**src/shared/oblc_cfg.svh**
```systemverilog
`ifndef OBLC_CFG_SVH
`define OBLC_CFG_SVH
// Overview of operation
// - Every system reset, external reset or stop recovery reloads options from flash.
// - Options are loaded and in force before the processor leaves reset.
// - Option configuration registers are invisible to software, never read or written.
// - Flash option changes act only after the next reset reload.
// - Bit 7 picks watchdog timeout action: 0 interrupt, 1 reset.
// - Bit 6 zero forces watchdog on; one waits for enable instruction.
// - Bits 5:4 pick oscillator mode: RC, low, medium, high power.
// - Bit 3 zero drops brown-out protection in stop mode.
// - Bit 2 zero hides user code and limits debugger commands.
// - Bit 0 zero blocks user program and erase; debugger mass erase stays.
// - Flash option bytes survive resets; loader only reads them.

// ============================================================
// Flash locations of the option bytes
`define OBLC_ADDR_USER    16'h0000
`define OBLC_ADDR_RSVD    16'h0001
`define OBLC_ERASED       8'hFF

// ============================================================
// Field positions inside the user option byte
`define OBLC_BIT_WDT_ACT  7
`define OBLC_BIT_WATCHDOG_ALWAYS_ON   6
`define OBLC_BIT_OSC_HI   5
`define OBLC_BIT_OSC_LO   4
`define OBLC_BIT_BO_AO    3
`define OBLC_BIT_RDPROT   2
`define OBLC_BIT_RSVD     1
`define OBLC_BIT_WRPROT   0

// ============================================================
// APB register map and fields
`define OBLC_OFS_CTRL     12'h000
`define OBLC_OFS_STAT     12'h004
`define OBLC_CTRL_RST     4'h0
`define OBLC_STAT_BUSY    0
`define OBLC_STAT_LOADED  1
`define OBLC_STAT_BIT_BAD 2
`define OBLC_STAT_BYTE_BAD 3
`define OBLC_STAT_CNT_LO  8
`endif

```
**src/shared/oblc_pkg.sv**
```systemverilog
`include "oblc_cfg.svh"
package oblc_pkg;
   // Loader sequence
   typedef enum logic [1:0] {
      OBLC_LD_IDLE,
      OBLC_LD_USER,
      OBLC_LD_RSVD,
      OBLC_LD_COMMIT
   } oblc_ld_e;
   // Flash read sequence
   typedef enum logic [1:0] {
      OBLC_RD_IDLE,
      OBLC_RD_SETTLE,
      OBLC_RD_WAIT
   } oblc_rd_e;
   // Oscillator drive modes, in option field order
   typedef enum logic [1:0] {
      OBLC_OSC_RC,
      OBLC_OSC_LOW,
      OBLC_OSC_MED,
      OBLC_OSC_HIGH
   } oblc_osc_e;
endpackage

```
**src/shared/oblc_rd_if.sv**
```systemverilog
`timescale 1ns/1ps
// Carries one byte read between the loader and the flash reader
interface oblc_rd_if;
   logic        start;
   logic [15:0] addr;
   logic [3:0]  settle;
   logic        done;
   logic [7:0]  data;
   modport loader (output start, output addr, output settle, input done, input data);
   modport reader (input start, input addr, input settle, output done, output data);
endinterface

```
**src/hw/oblc_option_loader.sv**
```systemverilog
// Chosen here: the APB register port.
`timescale 1ns/1ps
`include "oblc_cfg.svh"
// Option byte loader: pulls the option bytes out of flash on every reset
// event and drives the configuration consumers from hidden registers.
module oblc_option_loader
   import oblc_pkg::*;
(
   input  wire logic        pclk,
   input  wire logic        presetn,
   // APB slave
   input  wire logic [11:0] paddr,
   input  wire logic        psel,
   input  wire logic        penable,
   input  wire logic        pwrite,
   input  wire logic [31:0] pwdata,
   output logic [31:0]      prdata,
   output logic             pready,
   output logic             pslverr,
   // Reset events
   input  wire logic        sys_reset_req,
   input  wire logic        ext_reset_req,
   input  wire logic        stop_recovery,
   input  wire logic        stop_mode,
   output logic             core_reset_hold,
   // Flash read port
   output logic             flash_rd_req,
   output logic [15:0]      flash_addr,
   input  wire logic        flash_rd_ack,
   input  wire logic [7:0]  flash_rd_data,
   // Option configuration outputs
   output logic             watchdog_timeout_action,
   output logic             watchdog_always_on,
   output logic [1:0]       oscillator_drive_select,
   output logic             brownout_always_on,
   output logic             code_read_protect,
   output logic             flash_write_protect,
   // Watchdog consumer
   input  wire logic        watchdog_enable_instruction,
   input  wire logic        wdt_timeout,
   output logic             wdt_running,
   output logic             wdt_irq_req,
   output logic             wdt_reset_req,
   // Brown-out and debug consumers
   output logic             brownout_enable,
   output logic             user_code_readable,
   output logic             debug_port_full,
   // Flash write protection consumer
   input  wire logic        user_prog_req,
   input  wire logic        user_page_erase_req,
   input  wire logic        user_mass_erase_req,
   input  wire logic        debug_mass_erase_req,
   output logic             prog_grant,
   output logic             page_erase_grant,
   output logic             mass_erase_grant
);

   // ============================================================
   // Declarations
   oblc_rd_if rd ();

   oblc_ld_e    st_r;
   oblc_ld_e    st_nxt;
   logic        hold_r;
   logic        start_r;
   logic [15:0] addr_r;
   logic [7:0]  user_byte_r;
   logic [7:0]  rsvd_byte_r;
   logic        loaded_r;
   logic        bit_bad_r;
   logic        byte_bad_r;
   logic [7:0]  load_cnt_r;
   logic [3:0]  ctrl_settle_r;
   logic [31:0] prdata_r;

   // Hidden option configuration registers; no bus path reaches them
   logic        opt_wdt_act_r;
   logic        opt_watchdog_always_on_r;
   logic [1:0]  opt_osc_r;
   logic        opt_bo_ao_r;
   logic        opt_rdprot_r;
   logic        opt_wrprot_r;

   // Consumer outputs, all from flip-flops
   logic        wdt_run_r;
   logic        wdt_irq_r;
   logic        wdt_rst_r;
   logic        bo_en_r;
   logic        prog_g_r;
   logic        page_g_r;
   logic        mass_g_r;

   // ============================================================
   // Reset event decode
   // Any of the three sources restarts the load, even one already in flight,
   // so a late reset can never leave a half-loaded option set in force.
   wire reload_evt = sys_reset_req | ext_reset_req | stop_recovery;
   wire user_done  = (st_r == OBLC_LD_USER) && rd.done;
   wire rsvd_done  = (st_r == OBLC_LD_RSVD) && rd.done;
   wire commit     = (st_r == OBLC_LD_COMMIT);

   // ============================================================
   // Flash reader
   oblc_flash_reader u_reader (
      .pclk          (pclk),
      .presetn       (presetn),
      .rd            (rd.reader),
      .flash_rd_req  (flash_rd_req),
      .flash_addr    (flash_addr),
      .flash_rd_ack  (flash_rd_ack),
      .flash_rd_data (flash_rd_data)
   );

   assign rd.start  = start_r;
   assign rd.addr   = addr_r;
   assign rd.settle = ctrl_settle_r;

   // ============================================================
   // Load sequence: user byte, then the reserved byte, then commit
   always_comb begin
      st_nxt = st_r;
      case (st_r)
         OBLC_LD_IDLE: begin
            st_nxt = OBLC_LD_IDLE;
         end
         OBLC_LD_USER: begin
            if (rd.done) st_nxt = OBLC_LD_RSVD;
         end
         OBLC_LD_RSVD: begin
            if (rd.done) st_nxt = OBLC_LD_COMMIT;
         end
         OBLC_LD_COMMIT: begin
            st_nxt = OBLC_LD_IDLE;
         end
         default: begin
            st_nxt = OBLC_LD_IDLE;
         end
      endcase
      // A reset event restarts from the user byte at any point
      if (reload_evt) st_nxt = OBLC_LD_USER;
   end

   // State register; power-on release starts a load on its own
   always_ff @(posedge pclk or negedge presetn) begin
      if (!presetn) begin
         st_r <= OBLC_LD_USER;
      end else begin
         st_r <= st_nxt;
      end
   end

   // Read launch: one start pulse per byte
   // The reader is busy after a restart for at most one read; the loader waits for its done
   // and takes it as the user byte; only a done in the reload cycle itself is dropped by the restart below.
   always_ff @(posedge pclk or negedge presetn) begin
      if (!presetn) begin
         start_r <= 1'b1;
         addr_r  <= `OBLC_ADDR_USER;
      end else if (reload_evt) begin
         start_r <= 1'b1;
         addr_r  <= `OBLC_ADDR_USER;
      end else if (user_done) begin
         start_r <= 1'b1;
         addr_r  <= `OBLC_ADDR_RSVD;
      end else begin
         start_r <= 1'b0;
      end
   end

   // Byte capture
   always_ff @(posedge pclk or negedge presetn) begin
      if (!presetn) begin
         user_byte_r <= `OBLC_ERASED;
         rsvd_byte_r <= `OBLC_ERASED;
      end else begin
         if (user_done && !reload_evt) user_byte_r <= rd.data;
         if (rsvd_done && !reload_evt) rsvd_byte_r <= rd.data;
      end
   end

   // ============================================================
   // Processor reset hold
   // Held from the event until the commit cycle has updated every option,
   // so code fetch never sees a mix of old and new settings.
   always_ff @(posedge pclk or negedge presetn) begin
      if (!presetn) begin
         hold_r <= 1'b1;
      end else if (reload_evt) begin
         hold_r <= 1'b1;
      end else if (commit) begin
         hold_r <= 1'b0;
      end
   end

   // ============================================================
   // Hidden option registers
   // Written only in the commit cycle of a reset load; a flash rewrite in
   // normal running leaves them alone until the next reset event.
   always_ff @(posedge pclk or negedge presetn) begin
      if (!presetn) begin
         opt_wdt_act_r <= 1'b1;
         opt_watchdog_always_on_r  <= 1'b1;
         opt_osc_r     <= OBLC_OSC_HIGH;
         opt_bo_ao_r   <= 1'b1;
         opt_rdprot_r  <= 1'b1;
         opt_wrprot_r  <= 1'b1;
      end else if (commit && !reload_evt) begin
         opt_wdt_act_r <= user_byte_r[`OBLC_BIT_WDT_ACT];
         opt_watchdog_always_on_r  <= user_byte_r[`OBLC_BIT_WATCHDOG_ALWAYS_ON];
         opt_osc_r     <= user_byte_r[`OBLC_BIT_OSC_HI:`OBLC_BIT_OSC_LO];
         opt_bo_ao_r   <= user_byte_r[`OBLC_BIT_BO_AO];
         opt_rdprot_r  <= user_byte_r[`OBLC_BIT_RDPROT];
         opt_wrprot_r  <= user_byte_r[`OBLC_BIT_WRPROT];
      end
   end

   // Load bookkeeping, reported on the status register
   // Reserved bits are checked, not enforced: a bad value is only flagged.
   always_ff @(posedge pclk or negedge presetn) begin
      if (!presetn) begin
         loaded_r   <= 1'b0;
         bit_bad_r  <= 1'b0;
         byte_bad_r <= 1'b0;
         load_cnt_r <= 8'h00;
      end else if (reload_evt) begin
         loaded_r   <= 1'b0;
      end else if (commit) begin
         loaded_r   <= 1'b1;
         bit_bad_r  <= ~user_byte_r[`OBLC_BIT_RSVD];
         byte_bad_r <= (rsvd_byte_r != `OBLC_ERASED);
         load_cnt_r <= load_cnt_r + 8'h01;
      end
   end

   // ============================================================
   // Watchdog consumer
   // Always-on forces it running; otherwise the enable instruction starts
   // it and only a reset event stops it.
   always_ff @(posedge pclk or negedge presetn) begin
      if (!presetn) begin
         wdt_run_r <= 1'b0;
      end else if (reload_evt || hold_r) begin
         wdt_run_r <= 1'b0;
      end else if (!opt_watchdog_always_on_r) begin
         wdt_run_r <= 1'b1;
      end else if (watchdog_enable_instruction) begin
         wdt_run_r <= 1'b1;
      end
   end

   // Timeout routing by the action bit
   always_ff @(posedge pclk or negedge presetn) begin
      if (!presetn) begin
         wdt_irq_r <= 1'b0;
         wdt_rst_r <= 1'b0;
      end else begin
         wdt_irq_r <= wdt_timeout && wdt_run_r && !opt_wdt_act_r;
         wdt_rst_r <= wdt_timeout && wdt_run_r && opt_wdt_act_r;
      end
   end

   // ============================================================
   // Brown-out and flash protection consumers
   // Debugger mass erase stays open even when user writes are blocked,
   // which is the only way back from a locked part.
   always_ff @(posedge pclk or negedge presetn) begin
      if (!presetn) begin
         bo_en_r  <= 1'b1;
         prog_g_r <= 1'b0;
         page_g_r <= 1'b0;
         mass_g_r <= 1'b0;
      end else begin
         bo_en_r  <= opt_bo_ao_r || !stop_mode;
         prog_g_r <= user_prog_req && opt_wrprot_r && !hold_r;
         page_g_r <= user_page_erase_req && opt_wrprot_r && !hold_r;
         mass_g_r <= !hold_r && (debug_mass_erase_req ||
                     (user_mass_erase_req && opt_wrprot_r));
      end
   end

   // ============================================================
   // APB slave: zero wait states
   // Only control and status decode; the option registers have no address.
   wire apb_setup  = psel && !penable;
   wire apb_access = psel && penable;
   wire hit_ctrl   = (paddr == `OBLC_OFS_CTRL);
   wire hit_stat   = (paddr == `OBLC_OFS_STAT);
   wire hit_any    = hit_ctrl || hit_stat;
   wire wr_ctrl    = apb_access && pwrite && hit_ctrl;

   // Read mux, sampled in the setup phase
   wire [31:0] ctrl_rd = {28'h0000000, ctrl_settle_r};
   wire [31:0] stat_rd = {16'h0000, load_cnt_r, 4'h0,
                          byte_bad_r, bit_bad_r, loaded_r, hold_r};
   wire [31:0] rd_mux  = hit_ctrl ? ctrl_rd :
                         hit_stat ? stat_rd : 32'h00000000;

   // Control register: flash settle cycles used by the next load
   always_ff @(posedge pclk or negedge presetn) begin
      if (!presetn) begin
         ctrl_settle_r <= `OBLC_CTRL_RST;
      end else if (wr_ctrl) begin
         ctrl_settle_r <= pwdata[3:0];
      end
   end

   // Read data register
   always_ff @(posedge pclk or negedge presetn) begin
      if (!presetn) begin
         prdata_r <= 32'h00000000;
      end else if (apb_setup) begin
         prdata_r <= pwrite ? 32'h00000000 : rd_mux;
      end
   end

   assign pready  = 1'b1;
   assign pslverr = apb_access && !hit_any; // Unmapped, incl. option space
   assign prdata  = prdata_r;

   // ============================================================
   // Output drive
   assign core_reset_hold         = hold_r;
   assign watchdog_timeout_action = opt_wdt_act_r;
   assign watchdog_always_on      = opt_watchdog_always_on_r;
   assign oscillator_drive_select = opt_osc_r;
   assign brownout_always_on      = opt_bo_ao_r;
   assign code_read_protect       = opt_rdprot_r;
   assign flash_write_protect     = opt_wrprot_r;
   assign wdt_running             = wdt_run_r;
   assign wdt_irq_req             = wdt_irq_r;
   assign wdt_reset_req           = wdt_rst_r;
   assign brownout_enable         = bo_en_r;
   assign user_code_readable      = opt_rdprot_r;
   assign debug_port_full         = opt_rdprot_r;
   assign prog_grant              = prog_g_r;
   assign page_erase_grant        = page_g_r;
   assign mass_erase_grant        = mass_g_r;

endmodule

```
**src/hw/oblc_flash_reader.sv**
```systemverilog
`timescale 1ns/1ps
`include "oblc_cfg.svh"
// Read-only flash port: waits the settle count, then holds the request until ack
module oblc_flash_reader
   import oblc_pkg::*;
(
   input  wire logic        pclk,
   input  wire logic        presetn,
   oblc_rd_if.reader        rd,
   output logic             flash_rd_req,
   output logic [15:0]      flash_addr,
   input  wire logic        flash_rd_ack,
   input  wire logic [7:0]  flash_rd_data
);
   oblc_rd_e    st_r;
   oblc_rd_e    st_nxt;
   logic [3:0]  cnt_r;
   logic [15:0] addr_r;
   logic [7:0]  data_r;
   logic        done_r;
   wire         settle_end = (cnt_r == rd.settle);

   // ============================================================
   // Next state
   always_comb begin
      st_nxt = st_r;
      case (st_r)
         OBLC_RD_IDLE:   if (rd.start) st_nxt = OBLC_RD_SETTLE;
         OBLC_RD_SETTLE: if (settle_end) st_nxt = OBLC_RD_WAIT;
         OBLC_RD_WAIT:   if (flash_rd_ack) st_nxt = OBLC_RD_IDLE;
         default:        st_nxt = OBLC_RD_IDLE;
      endcase
   end

   // Sequence and capture; there is no write path at all
   always_ff @(posedge pclk or negedge presetn) begin
      if (!presetn) begin
         st_r   <= OBLC_RD_IDLE;
         cnt_r  <= 4'h0;
         addr_r <= 16'h0000;
         data_r <= 8'h00;
         done_r <= 1'b0;
      end else begin
         st_r   <= st_nxt;
         cnt_r  <= (st_r == OBLC_RD_SETTLE) ? cnt_r + 4'h1 : 4'h0;
         if (rd.start) addr_r <= rd.addr;
         done_r <= (st_r == OBLC_RD_WAIT) && flash_rd_ack;
         if ((st_r == OBLC_RD_WAIT) && flash_rd_ack) data_r <= flash_rd_data;
      end
   end

   assign flash_rd_req = (st_r == OBLC_RD_WAIT);
   assign flash_addr   = addr_r;
   assign rd.done      = done_r;
   assign rd.data      = data_r;
endmodule

```
**config.mk**
```make
export PLATFORM = sky130hd
export DESIGN_NAME = oblc_option_loader
export DESIGN_NICKNAME = d
export VERILOG_FILES = /design/src/shared/oblc_pkg.sv /design/src/shared/oblc_rd_if.sv /design/src/hw/oblc_option_loader.sv /design/src/hw/oblc_flash_reader.sv
export VERILOG_INCLUDE_DIRS = /design/src /design/src/shared
export SDC_FILE = /design/constraint.sdc
export NUM_CORES = 1
export LEC_CHECK = 0
export BUFFER_PORTS_ARGS = -buffer_cell sky130_fd_sc_hd__buf_4
export CORE_MARGIN = 4
export CORE_UTILIZATION = 46
export DETAILED_ROUTE_END_ITERATION = 16
export GPL_TIMING_DRIVEN = 0
export PLACE_DENSITY_LB_ADDON = 0.2
export SLEW_MARGIN = 25
export SYNTH_ARGS = -nofsm -noshare
export SYNTH_HDL_FRONTEND = slang
export SYNTH_HIERARCHICAL = 1
export SYNTH_SLANG_ARGS = --single-unit
```
**constraint.sdc**
```tcl
create_clock -name pclk -period 1.6 [get_ports pclk]
set_clock_uncertainty 0.15 [all_clocks]
set_input_delay 0.24 -clock pclk [delete_from_list [all_inputs] [get_ports pclk]]
set_output_delay 0.24 -clock pclk [all_outputs]
set_load 0.05 [all_outputs]
```
==> results.toml <==
[run_status]
status = "finished with violations"
violations = "setup timing"

[grt]
grt_pass1_wl_um = 13200
grt.total_usage = 0.164
grt_pass1_vias = 2744
grt_max_degree = 94
grt_overflow = 0
antenna_found_initial = 0

[placed_design]
place_hpwl_um = 5440
gp_congestion = 0.748
io_buffers = 85
dpl.cell_count = 534
dp_slack_ns = -0.343
placed_cell_area_um2 = 4870

[drt]
wl_per_cell_um = 14.1
vias_per_cell = 4.70
ant_nets = 0
vias = 2709
drc = 0
route.final.wire_length_um = 8140
drtIter0Drc = 83
drt-pass1-iter-count = 4

[cts]
cts_buffer_depth = 2
cts-buffers-inserted = 9
cts_tree = "yes"
clock-root-buffer = "clkbuf_8"
numClockSinks = 93
cts_max_level = 3
clk_latency_ns = 0.35
clk_pin_slew_worst_paths_ns = 0.09

[power]
clkPwrFrac = 0.276
switching_share = 0.291
seq_power_share = 0.501
ir_worst_vdd_uv = 930
power.density_nw_per_um2 = 1060
leakagePower_nw = 2.78
power_frac_comb = 0.223
p_int_mw = 4.16
total_power_mw = 5.86
switchingPower_mw = 1.71

[synth]
yosysUniqueCellTypes = 43
yosysMostFrequentCell = "dfrtp_1"
synth_area_leader_cell = "dfrtp_1"
synth_ff_type = "dfrtp_1"
synthArstFlopShare = 1.00
synth_area_um2 = 3970
ys_seq_area_frac = 0.595
ys_seq_elements = 93
yosys-top-cells-count = "dfrtp_1 (66), mux2_2 (44), nand2_1 (37)"
synth_cells = 310
yosys_warnings = 6
ys_top_cells_by_area = "dfrtp_1 (42%), dfstp_2 (18%), mux2_2 (12%), buf_4 (4.7%), nand2_1 (3.5%)"
synth.top_cell.area_share = 0.416
synth_edf_count = 0
synth_area_per_cell_um2 = 12.8

[setup_path]
crit_path_top_delay_cell = "dfstp_2"
cp.arrival_ns = 1.94
r2r_cells = 4
crit_chain = "ha_4 > or4b_4 > nor3_4 > xor2_1"
crit_type = "register to register"
endpoint_kind = "register"
crit_fanout = 5
cp.depth = 4
cp.required_ns = 1.73
slowest_delay_ns = 0.57
crit_path_start_kind = "register"
path_buf_inv = 0
crit_family = "simple AND/OR/NAND/NOR gates"

[floorplanning]
initial_core_util = 0.478
die_y_um = 101
die-area_um2 = 10200
ios = 136
coreArea_um2 = 8300
row_count = 33
die_w_um = 101

[min_path]
whs_path_depth = 3
hold_path.class = "input pin to register"

[sta]
setup_slack_ns = -0.217
hold_violations = 0
fmax_ghz = 0.550
drv_slew = 0
maxSlewHeadroom = 0.455
final.period_utilization = 1.14
layout_min_cycle_time_ns = 1.82
worst_pin_slew_ns = 0.817
setup_violations = 31
grt_setup_unrepaired = "yes"

[finish]
drive_gt1_frac = 0.484
final_cell_area_um2 = 5530
syn_to_final_growth_pct = 39.3
nFillCells = 632
stdcell_count = 576
nNetsFinal = 539
antenna_cells = 0

[flow_run]
drv_cap = 0
==> per-layer routing <==
layer | global-route usage | part of all wire | vias up
met2 | 0.291 | 0.53 | 74
met3 | 0.0429 | 0.054 | 9
li1 | - | - | 1318
met1 | 0.196 | 0.41 | 1308
met5 | 0 | 0 | -
met4 | 0.0466 | 0.0091 | 0
==> state kept, by name, summed over array words and instances (netlist names), 2 cells and up <==
name / flops
u_reader/flash_addr: 16
u_reader/st_r: 2
oscillator_drive_select: 2
ctrl_settle_r: 4
u_reader/cnt_r: 4
load_cnt_r: 8
st_r: 2
rsvd_byte_r: 8
prdata: 12
user_byte_r: 8
u_reader/rd.data: 8
==> per-stage QoR <==
| stage | TNS, ns | utilization | hold WS (ns) |
|---|---|---|---|
| finish | -4.30 | 0.666 | 0.0443 |
| global route | -5.81 | 0.666 | 0.0487 |
| CTS | -4.88 | 0.655 | 0.0263 |
| detailed placement | -8.21 | 0.587 | 0.228 |
| global placement | -7.57 | 0.586 | 0.221 |
| floorplan | -2.17 | - | -0.206 |
==> area by class of cell <==
class                   count  area, um2  area share
flip-flops and latches     93       2360       0.427
multi-input cells         213       1630       0.295
repair buffers            113        941       0.170
plain buffers              31        235      0.0426
clock buffers              11        153      0.0276
well taps                 105        131      0.0238
clock inverters             5       57.6      0.0104
inverters                   5       18.8     0.00340
==> worst paths after layout <==
path                           startpoint            endpoint  slack (ns)
setup / recovery                  st_r[0]       load_cnt_r[6]       -0.22
hold / removal               flash_rd_ack    u_reader/rd.done        0.04
setup reg to reg                  st_r[0]       load_cnt_r[6]       -0.22
hold reg to reg            user_byte_r[6]  watchdog_always_on        0.31
max in group asynchronous         presetn    u_reader/st_r[0]        0.37
min in group asynchronous         presetn   u_reader/cnt_r[2]        0.37
==> power by group through the flow <==
stage          combinational (mW)  clock, mW  sequential, mW
6_report                     1.31       1.62            2.94
5_1_grt                      1.40       1.76            2.97
2_1_floorplan               0.671          0            3.05
3_3_place_gp                 1.09          0            2.94
4_1_cts                      1.21       1.67            2.93
3_5_place_dp                 1.11          0            2.97
==> kinds of logic after synthesis <==
group / count (synthesis) / share of synthesized area
xor+xnor: 13 / 0.0287
other cells: 2 / 0.00189
flops: 93 / 0.595
buf+inv: 38 / 0.0615
fa+ha+maj: 5 / 0.0158
simple gates: 88 / 0.121
mux: 48 / 0.135
compound gates: 23 / 0.0407
==> worst min-delay path, stage by stage <==
cell	delay (ns)
buf_4	0.10
nand2_4	0.10
inv_1	0.07
==> placed cells by master, fill, tap and decap left out, types with 7 or more instances in the layout <==
cell             n
dfstp_2         27
xor2_1           7
nor2_1          13
mux2_2          36
dfrtp_1         65
buf_4          110
a22o_1           9
dlygate4sd3_1   20
nand2_1         36
mux2_4           8
nand4_1          8
conb_1          36
clkbuf_8         9
==> what timing repair did <==
item,in CTS,in global routing
buffers inserted,4,4
endpoints found under the setup margin,39,39
pin swaps,4,3
hold buffers,20,0
hold endpoints to repair,86,0
resized for setup,30,15
cloned,0,0
Power figures use the tool's default switching activity.
